[src/hdl/twe_pkg.sv]
// Constants, encodings and timing for the three-wire EEPROM command port.
// Assumes a 10 MHz system clock that samples all serial pins.
`default_nettype none

package twe_pkg;

	// Array size variant in kilobits: 1, 2 or 4
	localparam int unsigned ARRAY_KBITS = 4;

	// Storage geometry, always built at the largest size
	localparam int unsigned DATA_W  = 16;
	localparam int unsigned WORDS   = 256;
	localparam int unsigned WORD_AW = 8;
	localparam int unsigned FIELD_W = 9;
	localparam int unsigned PIN_W   = 4;

	// Address, data and opcode field lengths per variant and organisation
	localparam logic [4:0] ALEN_BIG_X8   = 5'h09;
	localparam logic [4:0] ALEN_BIG_X16  = 5'h08;
	localparam logic [4:0] ALEN_SMALL_X8  = 5'h07;
	localparam logic [4:0] ALEN_SMALL_X16 = 5'h06;
	localparam logic [4:0] DLEN_X8  = 5'h08;
	localparam logic [4:0] DLEN_X16 = 5'h10;
	localparam logic [4:0] OPC_LEN  = 5'h02;

	// Byte addresses reachable in each variant; higher bits alias
	localparam logic [8:0] BYTE_MASK = (ARRAY_KBITS == 4) ? 9'h1ff :
	                                   (ARRAY_KBITS == 2) ? 9'h0ff : 9'h07f;

	// Opcodes and special-instruction prefixes
	localparam logic [1:0] OPC_SPECIAL = 2'h0;
	localparam logic [1:0] OPC_WRITE   = 2'h1;
	localparam logic [1:0] OPC_READ    = 2'h2;
	localparam logic [1:0] OPC_ERASE   = 2'h3;
	localparam logic [1:0] SUB_WRITE_DISABLE = 2'h0;
	localparam logic [1:0] SUB_WRITE_ALL     = 2'h1;
	localparam logic [1:0] SUB_ERASE_ALL     = 2'h2;
	localparam logic [1:0] SUB_WRITE_ENABLE  = 2'h3;

	// Self-timed program cycle
	localparam int unsigned CLK_FREQ_HZ  = 10_000_000;
	localparam int unsigned PROG_TIME_MS = 3;
	localparam int unsigned PROG_CYCLES  = PROG_TIME_MS * (CLK_FREQ_HZ / 1000);

	// Erase pattern and reset values
	localparam logic [15:0] ERASED_WORD = 16'hffff;
	localparam logic [8:0]  SWEEP_RST   = 9'h000;
	localparam logic [15:0] TIMER_RST   = 16'h0000;

	typedef enum logic [2:0] {
		ST_IDLE   = 3'b000,
		ST_OPC    = 3'b001,
		ST_ADDR   = 3'b010,
		ST_DATA   = 3'b011,
		ST_READ   = 3'b100,
		ST_HOLD   = 3'b101,
		ST_STATUS = 3'b110
	} twe_state_t;

endpackage : twe_pkg

`default_nettype wire

[src/hdl/twe_cmd_port.sv]
// Command decoder, write-enable latch, program timer and serial output.
// Assumes serial pins arrive asynchronously and are oversampled by CLOCK.
`default_nettype none

// What this block does
// - Two opcode bits then address field shift in
// - Opcode 10 reads; field width follows variant
// - Read data change on serial clock rise
// - Dummy zero out during last address bit
// - Prefix 11 of opcode 00 sets enable
// - Enable latch clear after reset; writes ignored
// - Enable latch persists until disable or reset
// - Prefix 00 clears enable; array untouched
// - Opcode 11 erases location to ones
// - Program cycle ends back in standby
// - Opcode 01 takes 8 or 16 data bits
// - Program starts after last data bit
// - Prefix 10 erases whole array
// - Prefix 01 writes one word everywhere
// - Reads work whatever the enable latch
// - Status low while busy, high when done
// - No status once back in standby
// - Two-kilobit part ignores top address bit
// - One-kilobit part uses shorter address field
module twe_cmd_port #(
	parameter int unsigned PROG_CYCLES = twe_pkg::PROG_CYCLES
) (
	// Clock and reset
	input  wire logic CLOCK,
	input  wire logic SYS_RST,
	// Serial link from the host
	input  wire logic CHIP_SELECT,
	input  wire logic SERIAL_CLOCK_IN,
	input  wire logic SERIAL_DATA_IN,
	input  wire logic ORGANISATION_SELECT,
	// Serial data out, three-state
	output logic      SERIAL_DATA_OUT,
	output logic      SERIAL_DATA_OUT_OE
);

	function automatic logic [4:0] addr_len(input logic wide);
		if (twe_pkg::ARRAY_KBITS == 1)
			addr_len = wide ? twe_pkg::ALEN_SMALL_X16 : twe_pkg::ALEN_SMALL_X8;
		else
			addr_len = wide ? twe_pkg::ALEN_BIG_X16 : twe_pkg::ALEN_BIG_X8;
	endfunction : addr_len

	function automatic logic [1:0] prefix_of(input logic [8:0] field, input logic [4:0] len);
		logic [8:0] sh;
		sh = field >> (len - 5'h02);
		prefix_of = sh[1:0];
	endfunction : prefix_of

	// Byte address of a field; bits past the variant's size are ignored
	function automatic logic [8:0] byte_of(input logic [8:0] field, input logic wide);
		logic [8:0] b;
		b = wide ? {field[7:0], 1'b0} : field;
		byte_of = b & twe_pkg::BYTE_MASK;
	endfunction : byte_of

	logic [3:0] pin_s;
	logic       cs, sclk, sdin, wide;
	logic       sclk_d_r, cs_d_r, sclk_rise, cs_rise, cs_fall;

	twe_sync twe_sync_inst (
		.clk      (CLOCK),
		.rst      (SYS_RST),
		.pins_in  ({CHIP_SELECT, SERIAL_CLOCK_IN, SERIAL_DATA_IN, ORGANISATION_SELECT}),
		.pins_out (pin_s)
	);

	assign cs   = pin_s[3];
	assign sclk = pin_s[2];
	assign sdin = pin_s[1];
	assign wide = pin_s[0];

	always_ff @(posedge CLOCK) begin
		if (SYS_RST) begin
			sclk_d_r <= 1'b0;
			cs_d_r   <= 1'b0;
		end else begin
			sclk_d_r <= sclk;
			cs_d_r   <= cs;
		end
	end

	assign sclk_rise = sclk & ~sclk_d_r;
	assign cs_rise = cs & ~cs_d_r;
	assign cs_fall = ~cs & cs_d_r;

	twe_pkg::twe_state_t state_r;
	logic [4:0]  cnt_r;
	logic [1:0]  opc_r;
	logic [8:0]  addr_r;
	logic [15:0] data_r;
	logic        wen_r, prog_busy_r, stat_pend_r, all_r;
	logic [4:0]  alen, dlen;
	logic [8:0]  addr_full;
	logic [15:0] data_full;
	logic [1:0]  prefix_now;
	logic        start_seen, last_addr, last_data, read_last, prog_start;

	assign alen        = addr_len(wide);
	assign dlen        = wide ? twe_pkg::DLEN_X16 : twe_pkg::DLEN_X8;
	assign addr_full   = {addr_r[7:0], sdin};
	assign data_full   = {data_r[14:0], sdin};
	assign prefix_now  = prefix_of(addr_full, alen);

	// Busy device only answers status; start bits are ignored until the cycle ends
	assign start_seen = (state_r == twe_pkg::ST_IDLE || state_r == twe_pkg::ST_STATUS)
	                    && sclk_rise && sdin && !prog_busy_r;
	// Full field length is always counted, don't-care bits included
	assign last_addr  = state_r == twe_pkg::ST_ADDR && sclk_rise && cnt_r == alen - 5'h01;
	assign last_data  = state_r == twe_pkg::ST_DATA && sclk_rise && cnt_r == dlen - 5'h01;
	assign read_last  = last_addr && opc_r == twe_pkg::OPC_READ;
	assign prog_start = wen_r && ((last_addr && (opc_r == twe_pkg::OPC_ERASE ||
	                    (opc_r == twe_pkg::OPC_SPECIAL &&
	                     prefix_now == twe_pkg::SUB_ERASE_ALL))) || last_data);

	// Instruction sequencer
	always_ff @(posedge CLOCK) begin
		if (SYS_RST) begin
			state_r <= twe_pkg::ST_IDLE;
			cnt_r   <= 5'h00;
			opc_r   <= 2'h0;
			addr_r  <= 9'h000;
			data_r  <= 16'h0000;
		end else if (!cs) begin
			state_r <= twe_pkg::ST_IDLE;
		end else begin
			case (state_r)
				twe_pkg::ST_IDLE, twe_pkg::ST_STATUS: begin
					if (start_seen) begin
						state_r <= twe_pkg::ST_OPC;
						cnt_r   <= 5'h00;
						addr_r  <= 9'h000;
						data_r  <= 16'h0000;
					end else if (cs_rise && stat_pend_r) begin
						state_r <= twe_pkg::ST_STATUS;
					end
				end
				twe_pkg::ST_OPC: begin
					if (sclk_rise) begin
						opc_r <= {opc_r[0], sdin};
						cnt_r <= cnt_r + 5'h01;
						if (cnt_r == twe_pkg::OPC_LEN - 5'h01) begin
							state_r <= twe_pkg::ST_ADDR;
							cnt_r   <= 5'h00;
						end
					end
				end
				twe_pkg::ST_ADDR: begin
					if (sclk_rise) begin
						addr_r <= addr_full;
						cnt_r  <= cnt_r + 5'h01;
						if (last_addr) begin
							cnt_r <= 5'h00;
							if (opc_r == twe_pkg::OPC_READ)
								state_r <= twe_pkg::ST_READ;
							else if (opc_r == twe_pkg::OPC_WRITE ||
							         (opc_r == twe_pkg::OPC_SPECIAL &&
							          prefix_now == twe_pkg::SUB_WRITE_ALL))
								state_r <= twe_pkg::ST_DATA;
							else
								state_r <= twe_pkg::ST_HOLD;
						end
					end
				end
				twe_pkg::ST_DATA: begin
					if (sclk_rise) begin
						data_r <= data_full;
						cnt_r  <= cnt_r + 5'h01;
						if (last_data)
							state_r <= twe_pkg::ST_HOLD;
					end
				end
				default: begin
				end
			endcase
		end
	end

	// Write-enable latch
	always_ff @(posedge CLOCK) begin
		if (SYS_RST) begin
			wen_r <= 1'b0;
		end else if (last_addr && opc_r == twe_pkg::OPC_SPECIAL) begin
			if (prefix_now == twe_pkg::SUB_WRITE_ENABLE)
				wen_r <= 1'b1;
			else if (prefix_now == twe_pkg::SUB_WRITE_DISABLE)
				wen_r <= 1'b0;
		end
	end

	// Program engine
	logic [15:0] timer_r;
	logic [8:0]  sweep_r;
	logic [7:0]  wr_word_r;
	logic [1:0]  wr_be_r;
	logic [15:0] wr_data_r;
	logic        mem_we;
	logic [8:0]  tgt_byte;
	logic [15:0] fill;

	assign tgt_byte = byte_of(last_data ? addr_r : addr_full, wide);
	assign fill     = wide ? data_full : {data_full[7:0], data_full[7:0]};
	assign mem_we   = prog_busy_r && (all_r ? !sweep_r[8] : sweep_r == twe_pkg::SWEEP_RST);

	always_ff @(posedge CLOCK) begin
		if (SYS_RST) begin
			prog_busy_r <= 1'b0;
			timer_r     <= twe_pkg::TIMER_RST;
			sweep_r     <= twe_pkg::SWEEP_RST;
			all_r       <= 1'b0;
			wr_word_r   <= 8'h00;
			wr_be_r     <= 2'h0;
			wr_data_r   <= 16'h0000;
		end else if (prog_start) begin
			prog_busy_r <= 1'b1;
			timer_r     <= twe_pkg::TIMER_RST;
			sweep_r     <= twe_pkg::SWEEP_RST;
			wr_word_r   <= tgt_byte[8:1];
			wr_be_r     <= wide ? 2'h3 : (tgt_byte[0] ? 2'h1 : 2'h2);
			if (last_data) begin
				all_r     <= opc_r == twe_pkg::OPC_SPECIAL;
				wr_data_r <= fill;
			end else begin
				all_r     <= opc_r == twe_pkg::OPC_SPECIAL;
				wr_data_r <= twe_pkg::ERASED_WORD;
			end
		end else if (prog_busy_r) begin
			if (!sweep_r[8])
				sweep_r <= sweep_r + 9'h001;
			timer_r <= timer_r + 16'h0001;
			if (timer_r == 16'(PROG_CYCLES - 1))
				prog_busy_r <= 1'b0;
		end
	end

	// Status stays pending until the host has seen ready or starts anew
	always_ff @(posedge CLOCK) begin
		if (SYS_RST)
			stat_pend_r <= 1'b0;
		else if (prog_start)
			stat_pend_r <= 1'b1;
		else if (start_seen || (cs_fall && state_r == twe_pkg::ST_STATUS && !prog_busy_r))
			stat_pend_r <= 1'b0;
	end

	// Read path: one word fetched ahead of the bits shifted out
	logic [8:0]  rd_addr_r;
	logic [15:0] rd_word, rd_sh_r;
	logic [4:0]  rd_cnt_r;
	logic        rd_req_r, rd_load_r;

	twe_mem twe_mem_inst (
		.clk   (CLOCK),
		.we    (mem_we),
		.be    (all_r ? 2'h3 : wr_be_r),
		.waddr (all_r ? sweep_r[7:0] : wr_word_r),
		.wdata (wr_data_r),
		.raddr (rd_addr_r[8:1]),
		.rdata (rd_word)
	);

	always_ff @(posedge CLOCK) begin
		if (SYS_RST) begin
			rd_addr_r <= 9'h000;
			rd_sh_r   <= 16'h0000;
			rd_cnt_r  <= 5'h00;
			rd_req_r  <= 1'b0;
			rd_load_r <= 1'b0;
		end else begin
			rd_req_r  <= 1'b0;
			rd_load_r <= rd_req_r;
			if (rd_load_r)
				rd_sh_r <= wide ? rd_word :
				           {(rd_addr_r[0] ? rd_word[7:0] : rd_word[15:8]), 8'h00};
			if (read_last) begin
				rd_addr_r <= byte_of(addr_full, wide);
				rd_cnt_r  <= 5'h00;
				rd_req_r  <= 1'b1;
			end else if (state_r == twe_pkg::ST_READ && cs && sclk_rise) begin
				rd_sh_r  <= {rd_sh_r[14:0], 1'b0};
				rd_cnt_r <= rd_cnt_r + 5'h01;
				if (rd_cnt_r == dlen - 5'h01) begin
					rd_cnt_r  <= 5'h00;
					rd_addr_r <= (rd_addr_r + (wide ? 9'h002 : 9'h001)) & twe_pkg::BYTE_MASK;
					rd_req_r  <= 1'b1;
				end
			end
		end
	end

	// Serial output pin
	always_ff @(posedge CLOCK) begin
		if (SYS_RST || !cs) begin
			SERIAL_DATA_OUT    <= 1'b0;
			SERIAL_DATA_OUT_OE <= 1'b0;
		end else if (state_r == twe_pkg::ST_STATUS) begin
			SERIAL_DATA_OUT    <= !prog_busy_r;
			SERIAL_DATA_OUT_OE <= 1'b1;
		end else if (read_last) begin
			SERIAL_DATA_OUT    <= 1'b0;
			SERIAL_DATA_OUT_OE <= 1'b1;
		end else if (state_r == twe_pkg::ST_READ) begin
			if (sclk_rise)
				SERIAL_DATA_OUT <= rd_sh_r[15];
		end else begin
			SERIAL_DATA_OUT    <= 1'b0;
			SERIAL_DATA_OUT_OE <= 1'b0;
		end
	end
endmodule : twe_cmd_port

`default_nettype wire

[src/hdl/twe_sync.sv]
// Two-stage synchroniser for the serial pins.
// Assumes the pins are asynchronous to CLOCK; only the second stage is read.
`default_nettype none

module twe_sync (
	// Clock and reset
	input  wire logic                      clk,
	input  wire logic                      rst,
	// Pins in, synchronised levels out
	input  wire logic [twe_pkg::PIN_W-1:0] pins_in,
	output logic      [twe_pkg::PIN_W-1:0] pins_out
);

	logic [twe_pkg::PIN_W-1:0] meta_r;

	always_ff @(posedge clk) begin
		if (rst) begin
			meta_r   <= '0;
			pins_out <= '0;
		end else begin
			meta_r   <= pins_in;
			pins_out <= meta_r;
		end
	end

endmodule : twe_sync

`default_nettype wire

[src/hdl/twe_mem.sv]
// Storage array: 256 words of 16 bits with byte-lane writes.
// Assumes one write port and one read port; read data come from a register.
`default_nettype none

module twe_mem (
	// Clock
	input  wire logic                        clk,
	// Write port
	input  wire logic                        we,
	input  wire logic [1:0]                  be,
	input  wire logic [twe_pkg::WORD_AW-1:0] waddr,
	input  wire logic [twe_pkg::DATA_W-1:0]  wdata,
	// Read port
	input  wire logic [twe_pkg::WORD_AW-1:0] raddr,
	output logic      [twe_pkg::DATA_W-1:0]  rdata
);

	logic [twe_pkg::DATA_W-1:0] mem [twe_pkg::WORDS];

	always_ff @(posedge clk) begin
		if (we && be[1])
			mem[waddr][15:8] <= wdata[15:8];
		if (we && be[0])
			mem[waddr][7:0] <= wdata[7:0];
	end

	always_ff @(posedge clk) begin
		rdata <= mem[raddr];
	end

endmodule : twe_mem

`default_nettype wire

[config.mk]
export PLATFORM = sky130hd
export DESIGN_NAME = twe_cmd_port
export DESIGN_NICKNAME = d
export VERILOG_FILES = /design/src/hdl/twe_pkg.sv /design/src/hdl/twe_cmd_port.sv /design/src/hdl/twe_sync.sv /design/src/hdl/twe_mem.sv
export SDC_FILE = /design/constraint.sdc
export NUM_CORES = 2
export LEC_CHECK = 0
export ABC_CLOCK_PERIOD_IN_PS = 4800
export BUFFER_PORTS_ARGS = -buffer_cell sky130_fd_sc_hd__buf_2
export CORE_MARGIN = 2
export CORE_UTILIZATION = 25
export DETAILED_ROUTE_END_ITERATION = 10
export PLACE_DENSITY = 0.39
export SYNTH_ARGS = -nofsm -noshare
export SYNTH_HDL_FRONTEND = slang
export SYNTH_SLANG_ARGS = --single-unit
[constraint.sdc]
create_clock -name CLOCK -period 4.8 [get_ports CLOCK]
set_input_delay 0.72 -clock CLOCK [delete_from_list [all_inputs] [get_ports CLOCK]]
set_output_delay 0.72 -clock CLOCK [all_outputs]
set_load 0.03 [all_outputs]
# Word-level counts from Yosys, hierarchy flattened
# Memories as Yosys holds them, arrays and structs flattened. A register that Yosys moved wholly into a read port is not among the register bits.
# Cells that the tools add are included.
# Widths: inputs -> output; s select.
dict set report totals {
  rom_bits 0
  out_inout_bits 2
  reg_bits 133
  mem_bits_rw 4096
  n_memories 1
  latch_bits 0
}
dict set report classes {
  n_reduce_logical 53
  mux 68
  n_shift 1
  n_lt_le_gt_ge 0
  add_sub_neg 8
  n_eq_ne 26
  n_bitwise 7
  div 0
  multipliers 0
}
# name words width read_ports rd_clocked_by_memory_dff wr line_no
set mem_list {}
lappend mem_list {twe_mem_inst.mem 256 16 1 1 1 twe_mem.sv:18} ;# logic [twe_pkg::DATA_W-1:0] mem [twe_pkg::WORDS];
# op n
set ops {}
lappend ops {{$mux 16} 6}
lappend ops {{$mux 9} 9}
lappend ops {{$mux 5} 8}
lappend ops {{$mux 15} 2}
lappend ops {{$mux 3} 10}
lappend ops {{$pmux 15 s2} 1}
lappend ops {{$mux 1} 23}
lappend ops {{$logic_and 1x1->1} 21}
lappend ops {{$pmux 5 s4} 1}
lappend ops {{$pmux 9 s2} 1}
lappend ops {{$add 16x1->16 const B} 1}
lappend ops {{$eq 16x15->1 const B} 1}
lappend ops {{$mux 8} 2}
lappend ops {{$eq 5x5->1} 3}
lappend ops {{$ne 2x2->1 const B} 7}
lappend ops {{$pmux 3 s4} 1}
lappend ops {{$reduce_bool 2->1} 6}
lappend ops {{$add 5x1->5 const B} 2}
lappend ops {{$add 9x1->9 const B} 1}
lappend ops {{$add 9x2->9} 1}
lappend ops {{$logic_not 9->1} 1}
lappend ops {{$shr 9x5->2} 1}
lappend ops {{$eq 2x2->1 const B} 4}
lappend ops {{$mux 2} 4}
lappend ops {{other kinds (23)} 46}

# Depth between registers and ports, before layout
dict set report depth {
  word_depth 11
  depth_mapped 13
  ltp_nobuf 8
}

# By module
# A second synthesis with hierarchy kept.
dict set report unflattened {
  hier_cells 8487
  hier_area_um2 167231.6
}
# module seq_area_each_um2 cells_each n_inst area_each_um2
set modules_own_cells {}
lappend modules_own_cells {twe_mem 123318.3 7737 1 160706.6}
lappend modules_own_cells {twe_cmd_port 2502.4 734 1 6314.8}
lappend modules_own_cells {twe_sync 160.2 16 1 210.2}

# Least setup slack after synthesis
# OpenSTA, ideal clock, no wires.
dict set report synth_timing {
  path_type {register to register}
  startpoint {register wr_data_r[0]}
  endpoint {memory twe_mem_inst.mem[0][0] (netlist name), data pin}
  path_slack_ns 0.547
  setup_ns 0.856
  arrival_ns 3.398
  period_less_slack_ns 4.253
  stages_incl_launch_ff 1
  path_cell_list {dfxtp_1}
}
# item line_no
set synth_rtl {}
lappend synth_rtl {{from (decl)} twe_cmd_port.sv:200} ;# logic [15:0] wr_data_r;
lappend synth_rtl {{from (signal assigned)} twe_cmd_port.sv:226} ;# wr_data_r <= fill;
lappend synth_rtl {{from (signal assigned)} twe_cmd_port.sv:229} ;# wr_data_r <= twe_pkg::ERASED_WORD;
lappend synth_rtl {{to (decl)} twe_mem.sv:18}
# Straight into the memory's write port.

==> impl_metrics.tcl <==
set metrics [dict create \
    grt_pass1_wl_um 776000 \
    hold_violations 0 \
    grt_start_max_net_pins 169 \
    grt_antenna_before_repair 71 \
    root_buffer "clkbuf_16" \
    fp-row-count 298 \
    timing.fmax_ghz 0.223 \
    nFillCells 64400 \
    crit_type "reg2reg" \
    synth_enable_flop_cells 4096 \
    status "completed" \
    leakage_nw 58.9 \
    period_minus_slack_ns 4.49 \
    endpoint_kind "flop" \
    instances_no_fill 17900 \
    min_from "SYS_RST" \
    post-route-drc-count 0 \
    period_share_pct 93.5 \
    seqCellArea_um2 126000 \
    clock_sinks 4245 \
    cp_max_fo 25 \
    cp-startpoint "rd_addr_r[1]" \
    portBuffers 7 \
    r2r_start "rd_addr_r[1]" \
    final_common_cell "edfxtp_1" \
    first_pass_iters 6 \
    cts_tree "yes" \
    worst_clock_skew_ns 0.0608 \
    worstPathRequired_ns 5.63 \
    ys_ff_latch 4245 \
    vdd_drop_max_mv 0.291 \
    chipHeight_um 818 \
    timing.slew.headroom_pct 14.1 \
    ant_nets 0 \
    post_cts_buffers 0 \
    grt_setup_unrepaired "false" \
    vias 86900 \
    cts.htree.levels 5 \
    wl_per_cell_um 32.1 \
    cp-start-kind "flop" \
    grt_overflow 0 \
    final_cell_mix "edfxtp_1, mux4_2, nor2_1" \
    via_per_inst 4.85 \
    cp_num_buf_inv 2 \
    synthArstFlopShare_pct 0 \
    avgSynthCellArea_um2 20.0 \
    seq_area_frac_synth_pct 76.1 \
    dpl.hpwl_um 358000 \
    yosysWarnings 0 \
    dpl.cell_count 17000 \
    cts_buffer_depth 4 \
    netlist_instances 8281 \
    hold_buffers 4 \
    wl_um 574000 \
    core-area_um2 659000 \
    synth_nets 8299 \
    fin_nets 8821 \
    dieArea_um2 669000 \
    cp_slowest_stage_delay_ns 1.16 \
    area_growth_pct 17.4 \
    synth_ff_type "edfxtp_1" \
    worst_slew_pin_slew_ns 1.29 \
    place.gp.congestion 0.806 \
    drtIter0Drc 9709 \
    setup-violations-final 0 \
    critPathArrivalTime_ns 5.32 \
    grt_usage_pct 16.7 \
    drive_gt1_share_pct 24.4 \
    synth.distinct_cells 90 \
    fp.dieW_um 818 \
    grt_pass1_vias 87700 \
    drv_cap 0 \
    critPathSlowestCell "dfxtp_4" \
    tns_ns 0 \
    io_pins 8 \
    cellPowerDensity_nw_per_um2 391 \
    clkLatencyLatePin_ns 1.05 \
    clk_pin_slew_ns 0.07 \
    hp-class "in2reg" \
    multi_input_area_um2 36800 \
    maxSlewViolCount 0 \
    cts_made_buffers 451 \
    crit_path_cell_trace "buf_12 > buf_4 > mux4_2 > mux2i_1 > o22ai_1 > nor4_1 > o32ai_1" \
    synth_area_um2 166000 \
    initial_core_util_pct 25.1 \
    cts.repair.resized 0 \
    crit_family "flip-flops" \
]
[cells in the mapped netlist, types with 13 or more instances]
cell type / number / area [µm²]
clkbuf_1: 235 / 882
nor3_1: 45 / 225
xor2_1: 16 / 140
nand3_1: 94 / 470
nand4_1: 17 / 106
a22oi_1: 153 / 1150
buf_8: 17 / 255
o22ai_1: 35 / 219
buf_2: 125 / 626
a221oi_1: 99 / 867
o211ai_1: 13 / 97.6
mux4_1: 19 / 499
nor2b_1: 35 / 219
buf_1: 28 / 105
o32ai_1: 15 / 131
a21oi_1: 223 / 1120
dfxtp_1: 149 / 2980
o221ai_1: 55 / 482
a22o_1: 32 / 280
nor2_1: 686 / 2570
edfxtp_1: 4096 / 123000
inv_1: 26 / 97.6
a211o_1: 18 / 158
nor4_1: 14 / 87.6
o21ai_0: 92 / 460
a31oi_1: 41 / 257
mux2i_1: 425 / 4250
nand2b_1: 21 / 131
o31ai_1: 15 / 113
buf_6: 57 / 642
mux2_2: 22 / 248
xnor2_1: 13 / 114
nand2_1: 176 / 661
a211oi_1: 70 / 526
mux4_2: 855 / 19300
buf_4: 44 / 330
[where the power goes]
| group | leakage [nW] | switching [mW] | internal (mW) | total, mW |
|---|---|---|---|---|
| Combinational | 12.3 | 0.0323 | 0.0145 | 0.0467 |
| Clock | 7.40 | 15.1 | 21.0 | 36.1 |
| Sequential | 39.2 | 0.00499 | 40.0 | 40.0 |
[final timing paths]
kind                                     to  slack, ns  depth (start not counted)
setup / recovery     twe_mem_inst.rdata[11]       0.31                          7
hold / removal                     cnt_r[0]       0.16                          2
setup reg to reg     twe_mem_inst.rdata[11]       0.31                          7
hold reg to reg   twe_sync_inst.pins_out[0]       0.45                          1
[cell type report]
cell class / count / area share, %
timing repair buffer: 584 / 2.75
tap: 8700 / 5.60
sequential: 4245 / 64.8
clock buffer: 548 / 6.09
clock inverter: 295 / 1.69
inverter: 31 / 0.0663
antenna: 22 / 0.0283
multi-input combinational: 3490 / 18.9
[flip-flops by register name, indices dropped and copies added (netlist names), 2 cells and up]
signal and count:
twe_mem_inst.mem 4096, twe_sync_inst.meta_r 4, addr_r 9, opc_r 2, wr_be_r 2, data_r 15
wr_word_r 8, sweep_r 9, rd_sh_r 16, cnt_r 5, twe_mem_inst.rdata 16, rd_cnt_r 5
twe_sync_inst.pins_out 4, timer_r 16, state_r 3, wr_data_r 16, rd_addr_r 9
[cell families after synthesis]
kind of cell | synth area share (%)
adder cells (fa/ha/maj) | 0.0952
multiplexers | 14.6
AO/OA/AOI/OAI | 4.10
AND/OR/NAND/NOR | 3.05
flip-flops | 76.1
buffers and inverters | 1.89
XOR/XNOR | 0.153
[routing by layer]
metal	GRT usage [%]	vias to the layer above	part of all wire, %
met5	0	-	0.0080
met4	3.97	8	2.4
met1	23.6	47700	44
met2	27.0	3151	47
li1	-	35400	-
met3	2.39	619	6.0
[through the flow]
| stage | util (%) | worst slack (ns) | hold WS [ns] | total power [mW] | cell area (µm²) |
|---|---|---|---|---|---|
| after global routing | 29.5 | 0.235 | 0.147 | 78.2 | 194000 |
| after CTS | 29.5 | 0.252 | 0.0501 | 76.9 | 194000 |
| after global placement | 27.2 | 0.218 | 0.436 | 40.8 | 179000 |
| after detailed placement | 27.2 | 0.320 | 0.432 | 40.8 | 179000 |
| after floorplan | - | 0.547 | 0.414 | 40.8 | 166000 |
| final | 29.5 | 0.311 | 0.160 | 76.1 | 194000 |
(Power assumes the default switching activity.)
